<file path="src/rtl/sih_pkg.sv">
// shared constants and types for the serialized interrupt host
package sih_pkg;

  // controller states, one-hot
  typedef enum logic [5:0] {
    ST_IDLE     = 6'h01,  // no cycle on the line
    ST_START    = 6'h02,  // host drives the start frame low
    ST_START_HI = 6'h04,  // one high clock that ends the start frame
    ST_DATA     = 6'h08,  // data frames, three phases each
    ST_STOP     = 6'h10,  // host drives the stop frame low
    ST_STOP_HI  = 6'h20   // one high clock that ends the stop frame
  } sih_state_t;

  // frame layout
  localparam int          NUM_FRAMES = 17;    // data frames per cycle
  localparam int          FRM_W      = 5;     // width of the frame counter
  localparam logic [1:0]  PH_SAMPLE  = 2'h0;  // sample phase
  localparam logic [1:0]  PH_RECOVER = 2'h1;  // recovery phase
  localparam logic [1:0]  PH_TURN    = 2'h2;  // turn-around phase

  // start frame hold, further clocks after the first low one
  localparam logic [2:0]  START_HOLD_MIN = 3'h3;
  // stop frame low counts, the count chooses the next mode
  localparam logic [2:0]  STOP_LOW_QUIET = 3'h2;
  localparam logic [2:0]  STOP_LOW_CONT  = 3'h3;

  // line input synchroniser depth and the matching sample delay
  localparam int          SYNC_LAT   = 3;
  // idle clocks before the line is watched again, covers the synchroniser
  localparam logic [2:0]  IDLE_GUARD = 3'h4;

  // frame position to interrupt number, the marked slot is the sysmgmt frame
  localparam int          NUM_IRQ  = 16;
  localparam logic [4:0]  SLOT_SYSMGMT = 5'h1F;
  localparam logic [4:0]  SLOT_IRQ [0:NUM_FRAMES-1] = '{
    5'h00, 5'h01, 5'h02, 5'h1F, 5'h03, 5'h04, 5'h05, 5'h06, 5'h07,
    5'h08, 5'h09, 5'h0A, 5'h0B, 5'h0C, 5'h0D, 5'h0E, 5'h0F
  };
  localparam logic [FRM_W-1:0] SYSMGMT_FRAME = 5'h03;  // frame that carries the request

endpackage

</file>
<file path="src/rtl/sih_sync.sv">
// three-stage synchroniser for the shared interrupt line
`timescale 1ns/10ps
module sih_sync
  import sih_pkg::*;
#(
  parameter int STAGES = SYNC_LAT
)(
  // clock and reset
  input  wire logic clk,
  input  wire logic rst_n,
  // raw pin and synchronised level
  input  wire logic d,
  output logic      q
);

  logic [STAGES-1:0] sh_r;  // shift chain, bit 0 is the first stage

  // the line idles high through its pull-up, so reset to high
  always_ff @(posedge clk)
  begin
    if (!rst_n)
      sh_r <= '1;
    else
      sh_r <= {sh_r[STAGES-2:0], d};
  end

  // only the last stage leaves the module
  assign q = sh_r[STAGES-1];

endmodule // sih_sync

</file>
<file path="src/rtl/sih_host.sv">
// host end of the single-wire serialized interrupt link
// Summary of operation
// - cycle is start, data frames, one stop
// - host supports quiet and continuous modes
// - that low pulse moves host out of idle
// - host then holds line low 3-7 more clocks
// - after start low, one high clock, then release
// - continuous mode: host starts cycle, 4-8 low clocks
// - reset enters continuous mode
// - frames counted from start frame rising edge
// - data frame is sample, recovery, turn-around
// - nobody drives during recovery or turn-around
// - raw sampled level goes to interrupt controller
// - low in frame 3 asserts sysmgmt request
`timescale 1ns/10ps
module sih_host
  import sih_pkg::*;
(
  // clock and reset
  input  wire logic               clk,
  input  wire logic               rst_n,
  // shared open-drain line
  input  wire logic               line_in,
  output logic                    line_out,
  output logic                    line_oe,
  // mode and timing control
  input  wire logic               quiet_req,
  input  wire logic [2:0]         start_len,
  // results
  output logic [NUM_IRQ-1:0]      irq_level,
  output logic                    external_sysmgmt_request_n,
  output logic                    quiet_mode,
  output logic                    cycle_done
);

  sih_state_t                     state_r;       // controller state
  sih_state_t                     state_nxt;     // its next value
  logic [2:0]                     cnt_r;         // low-clock countdown
  logic [2:0]                     cnt_nxt;
  logic [1:0]                     ph_r;          // data frame phase
  logic [1:0]                     ph_nxt;
  logic [FRM_W-1:0]               frame_r;       // data frame number
  logic [FRM_W-1:0]               frame_nxt;
  logic [2:0]                     guard_r;       // idle guard countdown
  logic                           quiet_r;       // current mode, 1 = quiet
  logic                           next_quiet_r;  // mode chosen for next cycle
  logic                           line_s;        // synchronised line level
  logic [2:0]                     hold_len;      // clamped start hold
  logic [SYNC_LAT-1:0]            smp_v_r;       // sample strobe delay line
  logic [SYNC_LAT-1:0][FRM_W-1:0] smp_f_r;       // frame number delay line
  logic [4:0]                     slot;          // slot of the delayed sample
  logic                           out_r;         // line drive value
  logic                           oe_r;          // line drive enable
  logic [NUM_IRQ-1:0]             irq_level_r;   // sampled raw levels
  logic                           sysmgmt_n_r;   // sysmgmt request, low active
  logic                           done_r;        // end-of-cycle pulse

  // line synchroniser, its delay is matched by the sample delay line
  sih_sync #(.STAGES (SYNC_LAT)) u_sync (.clk (clk), .rst_n (rst_n), .d (line_in), .q (line_s));

  // values below the hold minimum would make a start frame too short
  assign hold_len = (start_len < START_HOLD_MIN) ? START_HOLD_MIN : start_len;

  // next-state logic for the cycle sequencer
  always_comb
  begin
    state_nxt = state_r;
    cnt_nxt   = cnt_r;
    ph_nxt    = ph_r;
    frame_nxt = frame_r;
    unique case (state_r)
      ST_IDLE:
      begin
        // guard keeps the tail of our own stop frame from looking like a request
        if (guard_r == 3'h0 && !quiet_r)
        begin
          // continuous mode: start unprompted, hold+1 low clocks
          state_nxt = ST_START;
          cnt_nxt   = hold_len;
        end
        else if (guard_r == 3'h0 && !line_s)
        begin
          // a peripheral already gave the first low clock
          state_nxt = ST_START;
          cnt_nxt   = hold_len - 3'h1;
        end
      end
      ST_START:
      begin
        // count down the low clocks of the start frame
        if (cnt_r == 3'h0)
          state_nxt = ST_START_HI;
        else
          cnt_nxt = cnt_r - 3'h1;
      end
      ST_START_HI:
      begin
        // rising edge just made, frame zero follows
        state_nxt = ST_DATA;
        ph_nxt    = PH_SAMPLE;
        frame_nxt = '0;
      end
      ST_DATA:
      begin
        // three phases per frame, then next frame or the stop frame
        if (ph_r == PH_TURN)
        begin
          ph_nxt = PH_SAMPLE;
          if (frame_r == FRM_W'(NUM_FRAMES - 1))
          begin
            state_nxt = ST_STOP;
            cnt_nxt   = quiet_req ? (STOP_LOW_QUIET - 3'h1)
                                  : (STOP_LOW_CONT - 3'h1);
          end
          else
            frame_nxt = frame_r + FRM_W'(1);
        end
        else
          ph_nxt = ph_r + 2'h1;
      end
      ST_STOP:
      begin
        // low part of the stop frame
        if (cnt_r == 3'h0)
          state_nxt = ST_STOP_HI;
        else
          cnt_nxt = cnt_r - 3'h1;
      end
      // one high clock, then the line is released
      ST_STOP_HI: state_nxt = ST_IDLE;
    endcase
  end

  // sequencer registers
  always_ff @(posedge clk)
  begin
    if (!rst_n)
    begin
      state_r <= ST_IDLE;
      cnt_r   <= 3'h0;
      ph_r    <= PH_SAMPLE;
      frame_r <= '0;
    end
    else
    begin
      state_r <= state_nxt;
      cnt_r   <= cnt_nxt;
      ph_r    <= ph_nxt;
      frame_r <= frame_nxt;
    end
  end

  // idle guard, reloaded as each cycle ends
  always_ff @(posedge clk)
  begin
    if (!rst_n)
      guard_r <= 3'h0;
    else if (state_r == ST_STOP_HI)
      guard_r <= IDLE_GUARD;
    else if (guard_r != 3'h0)
      guard_r <= guard_r - 3'h1;
  end

  // mode: continuous after reset, stop frame length switches it
  always_ff @(posedge clk)
  begin
    if (!rst_n)
    begin
      quiet_r      <= 1'b0;
      next_quiet_r <= 1'b0;
    end
    // the two updates fall in different states, so one chain serves both
    else if (state_r == ST_STOP_HI)
      quiet_r <= next_quiet_r;
    else if (state_r == ST_DATA && state_nxt == ST_STOP)
      next_quiet_r <= quiet_req;
  end

  // pin drive follows the next state so the pin is registered
  always_ff @(posedge clk)
  begin
    if (!rst_n)
    begin
      out_r <= 1'b1;
      oe_r  <= 1'b0;
    end
    else
    begin
      // low in start and stop frames, high in their closing clocks
      out_r <= !(state_nxt inside {ST_START, ST_STOP});
      // idle and all data phases: hands off the line
      oe_r  <= !(state_nxt inside {ST_IDLE, ST_DATA});
    end
  end

  // sample strobe delayed to meet the synchronised level
  always_ff @(posedge clk)
  begin
    if (!rst_n)
    begin
      smp_v_r <= '0;
      smp_f_r <= '0;
    end
    else
    begin
      smp_v_r <= {smp_v_r[SYNC_LAT-2:0], (state_r == ST_DATA && ph_r == PH_SAMPLE)};
      smp_f_r <= {smp_f_r[SYNC_LAT-2:0], frame_r};
    end
  end

  assign slot = SLOT_IRQ[smp_f_r[SYNC_LAT-1]];

  // raw levels and the sysmgmt request; the controller judges polarity
  always_ff @(posedge clk)
  begin
    if (!rst_n)
    begin
      irq_level_r <= '1;
      sysmgmt_n_r <= 1'b1;
    end
    else if (smp_v_r[SYNC_LAT-1])
    begin
      if (slot != SLOT_SYSMGMT)
        irq_level_r[slot[3:0]] <= line_s;
      else
        sysmgmt_n_r <= line_s;
    end
  end

  // one-clock pulse once a whole cycle has been sampled
  always_ff @(posedge clk)
  begin
    if (!rst_n)
      done_r <= 1'b0;
    else
      done_r <= (state_r == ST_STOP_HI);
  end

  assign line_out                   = out_r;
  assign line_oe                    = oe_r;
  assign irq_level                  = irq_level_r;
  assign external_sysmgmt_request_n = sysmgmt_n_r;
  assign quiet_mode                 = quiet_r;
  assign cycle_done                 = done_r;
endmodule // sih_host

</file>
<file path="config.mk">
export PLATFORM = sky130hd
export DESIGN_NAME = sih_host
export DESIGN_NICKNAME = d
export VERILOG_FILES = /design/src/rtl/sih_pkg.sv /design/src/rtl/sih_sync.sv /design/src/rtl/sih_host.sv
export SDC_FILE = /design/constraint.sdc
export NUM_CORES = 1
export LEC_CHECK = 0
export BUFFER_PORTS_ARGS = -buffer_cell sky130_fd_sc_hd__buf_2
export CAP_MARGIN = 20
export CORE_MARGIN = 10
export CORE_UTILIZATION = 40
export DETAILED_ROUTE_END_ITERATION = 12
export PLACE_DENSITY = 0.7
export SLEW_MARGIN = 20
export SYNTH_ARGS = -nofsm -noshare
export SYNTH_HDL_FRONTEND = slang
export SYNTH_SLANG_ARGS = --single-unit
</file>
<file path="constraint.sdc">
create_clock -name clk -period 2.1 [get_ports clk]
set_input_delay 0.315 -clock clk [delete_from_list [all_inputs] [get_ports clk]]
set_output_delay 0.315 -clock clk [all_outputs]
set_load 0.01 [all_outputs]
</file>
==> flow_summary_export.csv <==
group,metric,value,unit
synthesis,synthMostInstantiatedCell,"sky130_fd_sc_hd__dfxtp_1",
synthesis,synth_cells,342,
floorplan,floorplan.die.height,107.5,um
route,count_of_nets_left_with_antenna_violations_after_detail_routing,0,
grt,grt_max_degree,24,
timing,final.setup_skew,0.006297,ns
synthesis,yosysUniqueCellTypes,65,
timing,timing_worst_slew_pin_value,0.5584,ns
synthesis,post_synth_main_area_contributors,"sky130_fd_sc_hd__dfxtp_1 41%, sky130_fd_sc_hd__ha_1 4.5%, sky130_fd_sc_hd__nand2_1 4.4%, sky130_fd_sc_hd__and2_1 4.1%, sky130_fd_sc_hd__nand3_1 3.9%",
power_and_ir_drop,design_power_total,3373,uW
route,route.vias.total,2476,
timing,hold_viol_final,0,
clock_tree,tritoncts,"done",
clock_tree,cts.reportedPaths.clkPinSlew,0.07,ns
floorplan,floorplan.rows,31,
floorplan,die_w,107.5,um
timing,timing.setup.tns,0,ns
synthesis,leading_register_cell_type_out_of_synthesis,"sky130_fd_sc_hd__dfxtp_1",
setup_path,crit_path_max_incr_delay,0.61,ns
timing,number_of_pins_exceeding_their_max_slew_limit_in_the_final_report,0,
synthesis,synth_nets,360,
setup_path,crit_chain,"nor4_4 > buf_4 > and3_2 > and3_1 > a211oi_4 > nor3b_2 > a21oi_1",
power_and_ir_drop,vdd_drop_max,0.0004994,V
synthesis,synth_sequential_area_ratio,40.54,%
synthesis,syn_area_per_cell,8.952,um2
timing,fmax,507.7,MHz
route,dr.first_iter.drc_count,64,
setup_path,critical-path-slowest-cell,"sky130_fd_sc_hd__dfxtp_1",
power_and_ir_drop,p_leak,0.001489,uW
setup_path,timing.critical_path.from_type,"register",
clock_tree,cts.htree.levels,3,
layout,stdcell_count,481,
grt,number_of_global_route_vias_before_repair,2355,
placement,post-dp-hpwl,4566,um
floorplan,start_util,41.76,%
synthesis,synth_edf_count,0,
timing,setup-violations-final,0,
setup_path,endpoint_required_time_on_the_critical_path,2.29,ns
layout,finalCoreUtilization,48.61,%
route,detail_route.vias_per_cell,5.148,
clock_tree,clock-root-buffer,"sky130_fd_sc_hd__clkbuf_8",
clock_tree,ctsLongestPathBuffers,2,
layout,layout.filler_cells,689,
route,drt_wl_total,6129,um
layout,regArea,0.001242,mm2
setup_path,arrival,2.16,ns
route,drt_pre_antenna_iters,4,
layout,nets,396,
clock_tree,cts_made_buffers,9,
route,post_drt_wl_per_cell,12.74,um
layout,post_route_cells_drive_above_1_share,21.47,%
synthesis,synthArstFlopShare,0,%
grt,groute.usage.overall,10.95,%
setup_path,worst_setup_path_end_kind,"register",
setup_path,cpLargestDelayFamily,"simple AND/OR/NAND/NOR gates",
grt,grt_antenna_before_repair,0,
timing,final.period_utilization,93.80,%
placement,gp_congestion,0.9248,
synthesis,synth.ff_latch_count,62,
setup_path,worstSetupPathType,"register to register",
setup_path,cp_max_fo,9,
grt,grt_pass1_wl,10610,um
power_and_ir_drop,power_density,946.7,mW/mm2
floorplan,core_region_area,0.007331,mm2
layout,layout-area-overhead-vs-synth,16.39,%
job,timing.max_cap.violations,0,
synthesis,synth_top_area_cell,"sky130_fd_sc_hd__dfxtp_1",
synthesis,yosysWarnings,0,
synthesis,synth_top_cell_area_share,40.54,%
floorplan,io_pins,28,
placement,port-buffer-count,27,
status,status,"complete, no violations",
layout,num_antenna_cells,0,
synthesis,synthesis.area,0.003062,mm2
timing,worst_slew_margin_rel,62.73,%
floorplan,fp.dieArea,0.01155,mm2
timing,rsz_0062_raised_after_global_routing,"no",
clock_tree,post_cts_hold_buffer_count,0,
grt,grt_overflow,0,
hold_path,min_path_type,"input pin to register",
layout,multi_input_comb_area,0.001678,mm2
synthesis,netlist_top_cells_count,"62 x sky130_fd_sc_hd__dfxtp_1, 36 x sky130_fd_sc_hd__nand2_1, 31 x sky130_fd_sc_hd__nor2_1",
placement,dpl.cell_count,466,
timing,final.min_clock_period,1.970,ns
route,detail_route.drc_violations,0,
clock_tree,clock_latency,0.33,ns
clock_tree,cts_num_sinks,62,
setup_path,timing.critical_path.buf_inv,1,
[stage by stage]
step | setup WS (ns) | hold slack (ns) | cell area [um2]
2_1_floorplan | 0.1210 | 0.3863 | 3062
3_3_place_gp | 0.01133 | 0.3921 | 3311
3_5_place_dp | -0.05400 | 0.3984 | 3311
4_1_cts | 0.06414 | 0.1657 | 3537
5_1_grt | 0.008047 | 0.1611 | 3563
6_report | 0.1302 | 0.1816 | 3563
[report_power, final]
part	internal (uW)	switching (uW)	leakage (uW)
combinational	420	461	0.000877
sequential	1250	87.7	0.000504
clock	727	426	0.000109
[worst paths after layout]
kind         slack, ns           start             end  cells after the start
max               0.13      state_r[1]         line_oe                      7
min               0.18         line_in  u_sync.sh_r[0]                      2
min reg2reg       0.41  u_sync.sh_r[0]  u_sync.sh_r[1]                      1
max reg2reg       0.13      state_r[1]         line_oe                      7
[sequential cells by signal, indices dropped and copies added, names as in the netlist]
| register | cells |
|---|---|
| smp_f_r | 15 |
| line_out | 1 |
| irq_level | 16 |
| frame_r | 5 |
| guard_r | 3 |
| line_oe | 1 |
| cycle_done | 1 |
| smp_v_r | 3 |
| quiet_mode | 1 |
| cnt_r | 3 |
| next_quiet_r | 1 |
| external_sysmgmt_request_n | 1 |
| ph_r | 2 |
| u_sync.sh_r | 3 |
| state_r | 6 |
[area by class of cell]
type,instances,area share [%]
Multi-Input combinational cell,249,47.09
Sequential cell,62,34.87
Timing Repair Buffer,41,6.742
Clock buffer,12,4.354
Tap cell,99,3.476
Clock inverter,3,1.896
Inverter,15,1.580
[logic make-up after synthesis]
family | after synthesis | share of synthesized area, %
compound gates | 48 | 11.44
xor+xnor | 10 | 3.106
fa+ha+maj | 12 | 4.822
buf+inv | 31 | 5.598
flops | 62 | 40.54
mux | 12 | 3.964
simple gates | 167 | 30.53
[timing repair]
action / 4_1_cts / 5_1_grt
setup endpoints to repair: 3 / 6
setup buffers: 0 / 0
gates resized for setup: 1 / 5
pin swaps: 0 / 1
[layer usage]
layer / up-vias / wire (um) / GRT usage [%]
met5: - / 0 / 0
met2: 73 / 2850 / 17.78
met1: 1141 / 2828 / 13.02
li1: 1256 / - / -
met3: 6 / 401 / 4.910
met4: 0 / 48 / 2.290
[layout by cell type (no fill, tap or decap), drive strengths merged, types with 4 or more instances in the layout]
| cell type | count |
|---|---|
| xor2 | 8 |
| a31oi | 4 |
| nand2b | 8 |
| clkbuf | 12 |
| a21oi | 14 |
| inv | 15 |
| nand2 | 38 |
| nor3b | 4 |
| nor2b | 5 |
| and3 | 5 |
| dfxtp | 62 |
| and2 | 20 |
| nand4b | 5 |
| nor3 | 11 |
| buf | 41 |
| mux2i | 11 |
| nor2 | 31 |
| o21ai | 12 |
| or3 | 4 |
| nand3 | 24 |
| ha | 11 |
No activity file was read; power rests on OpenSTA's default activity.
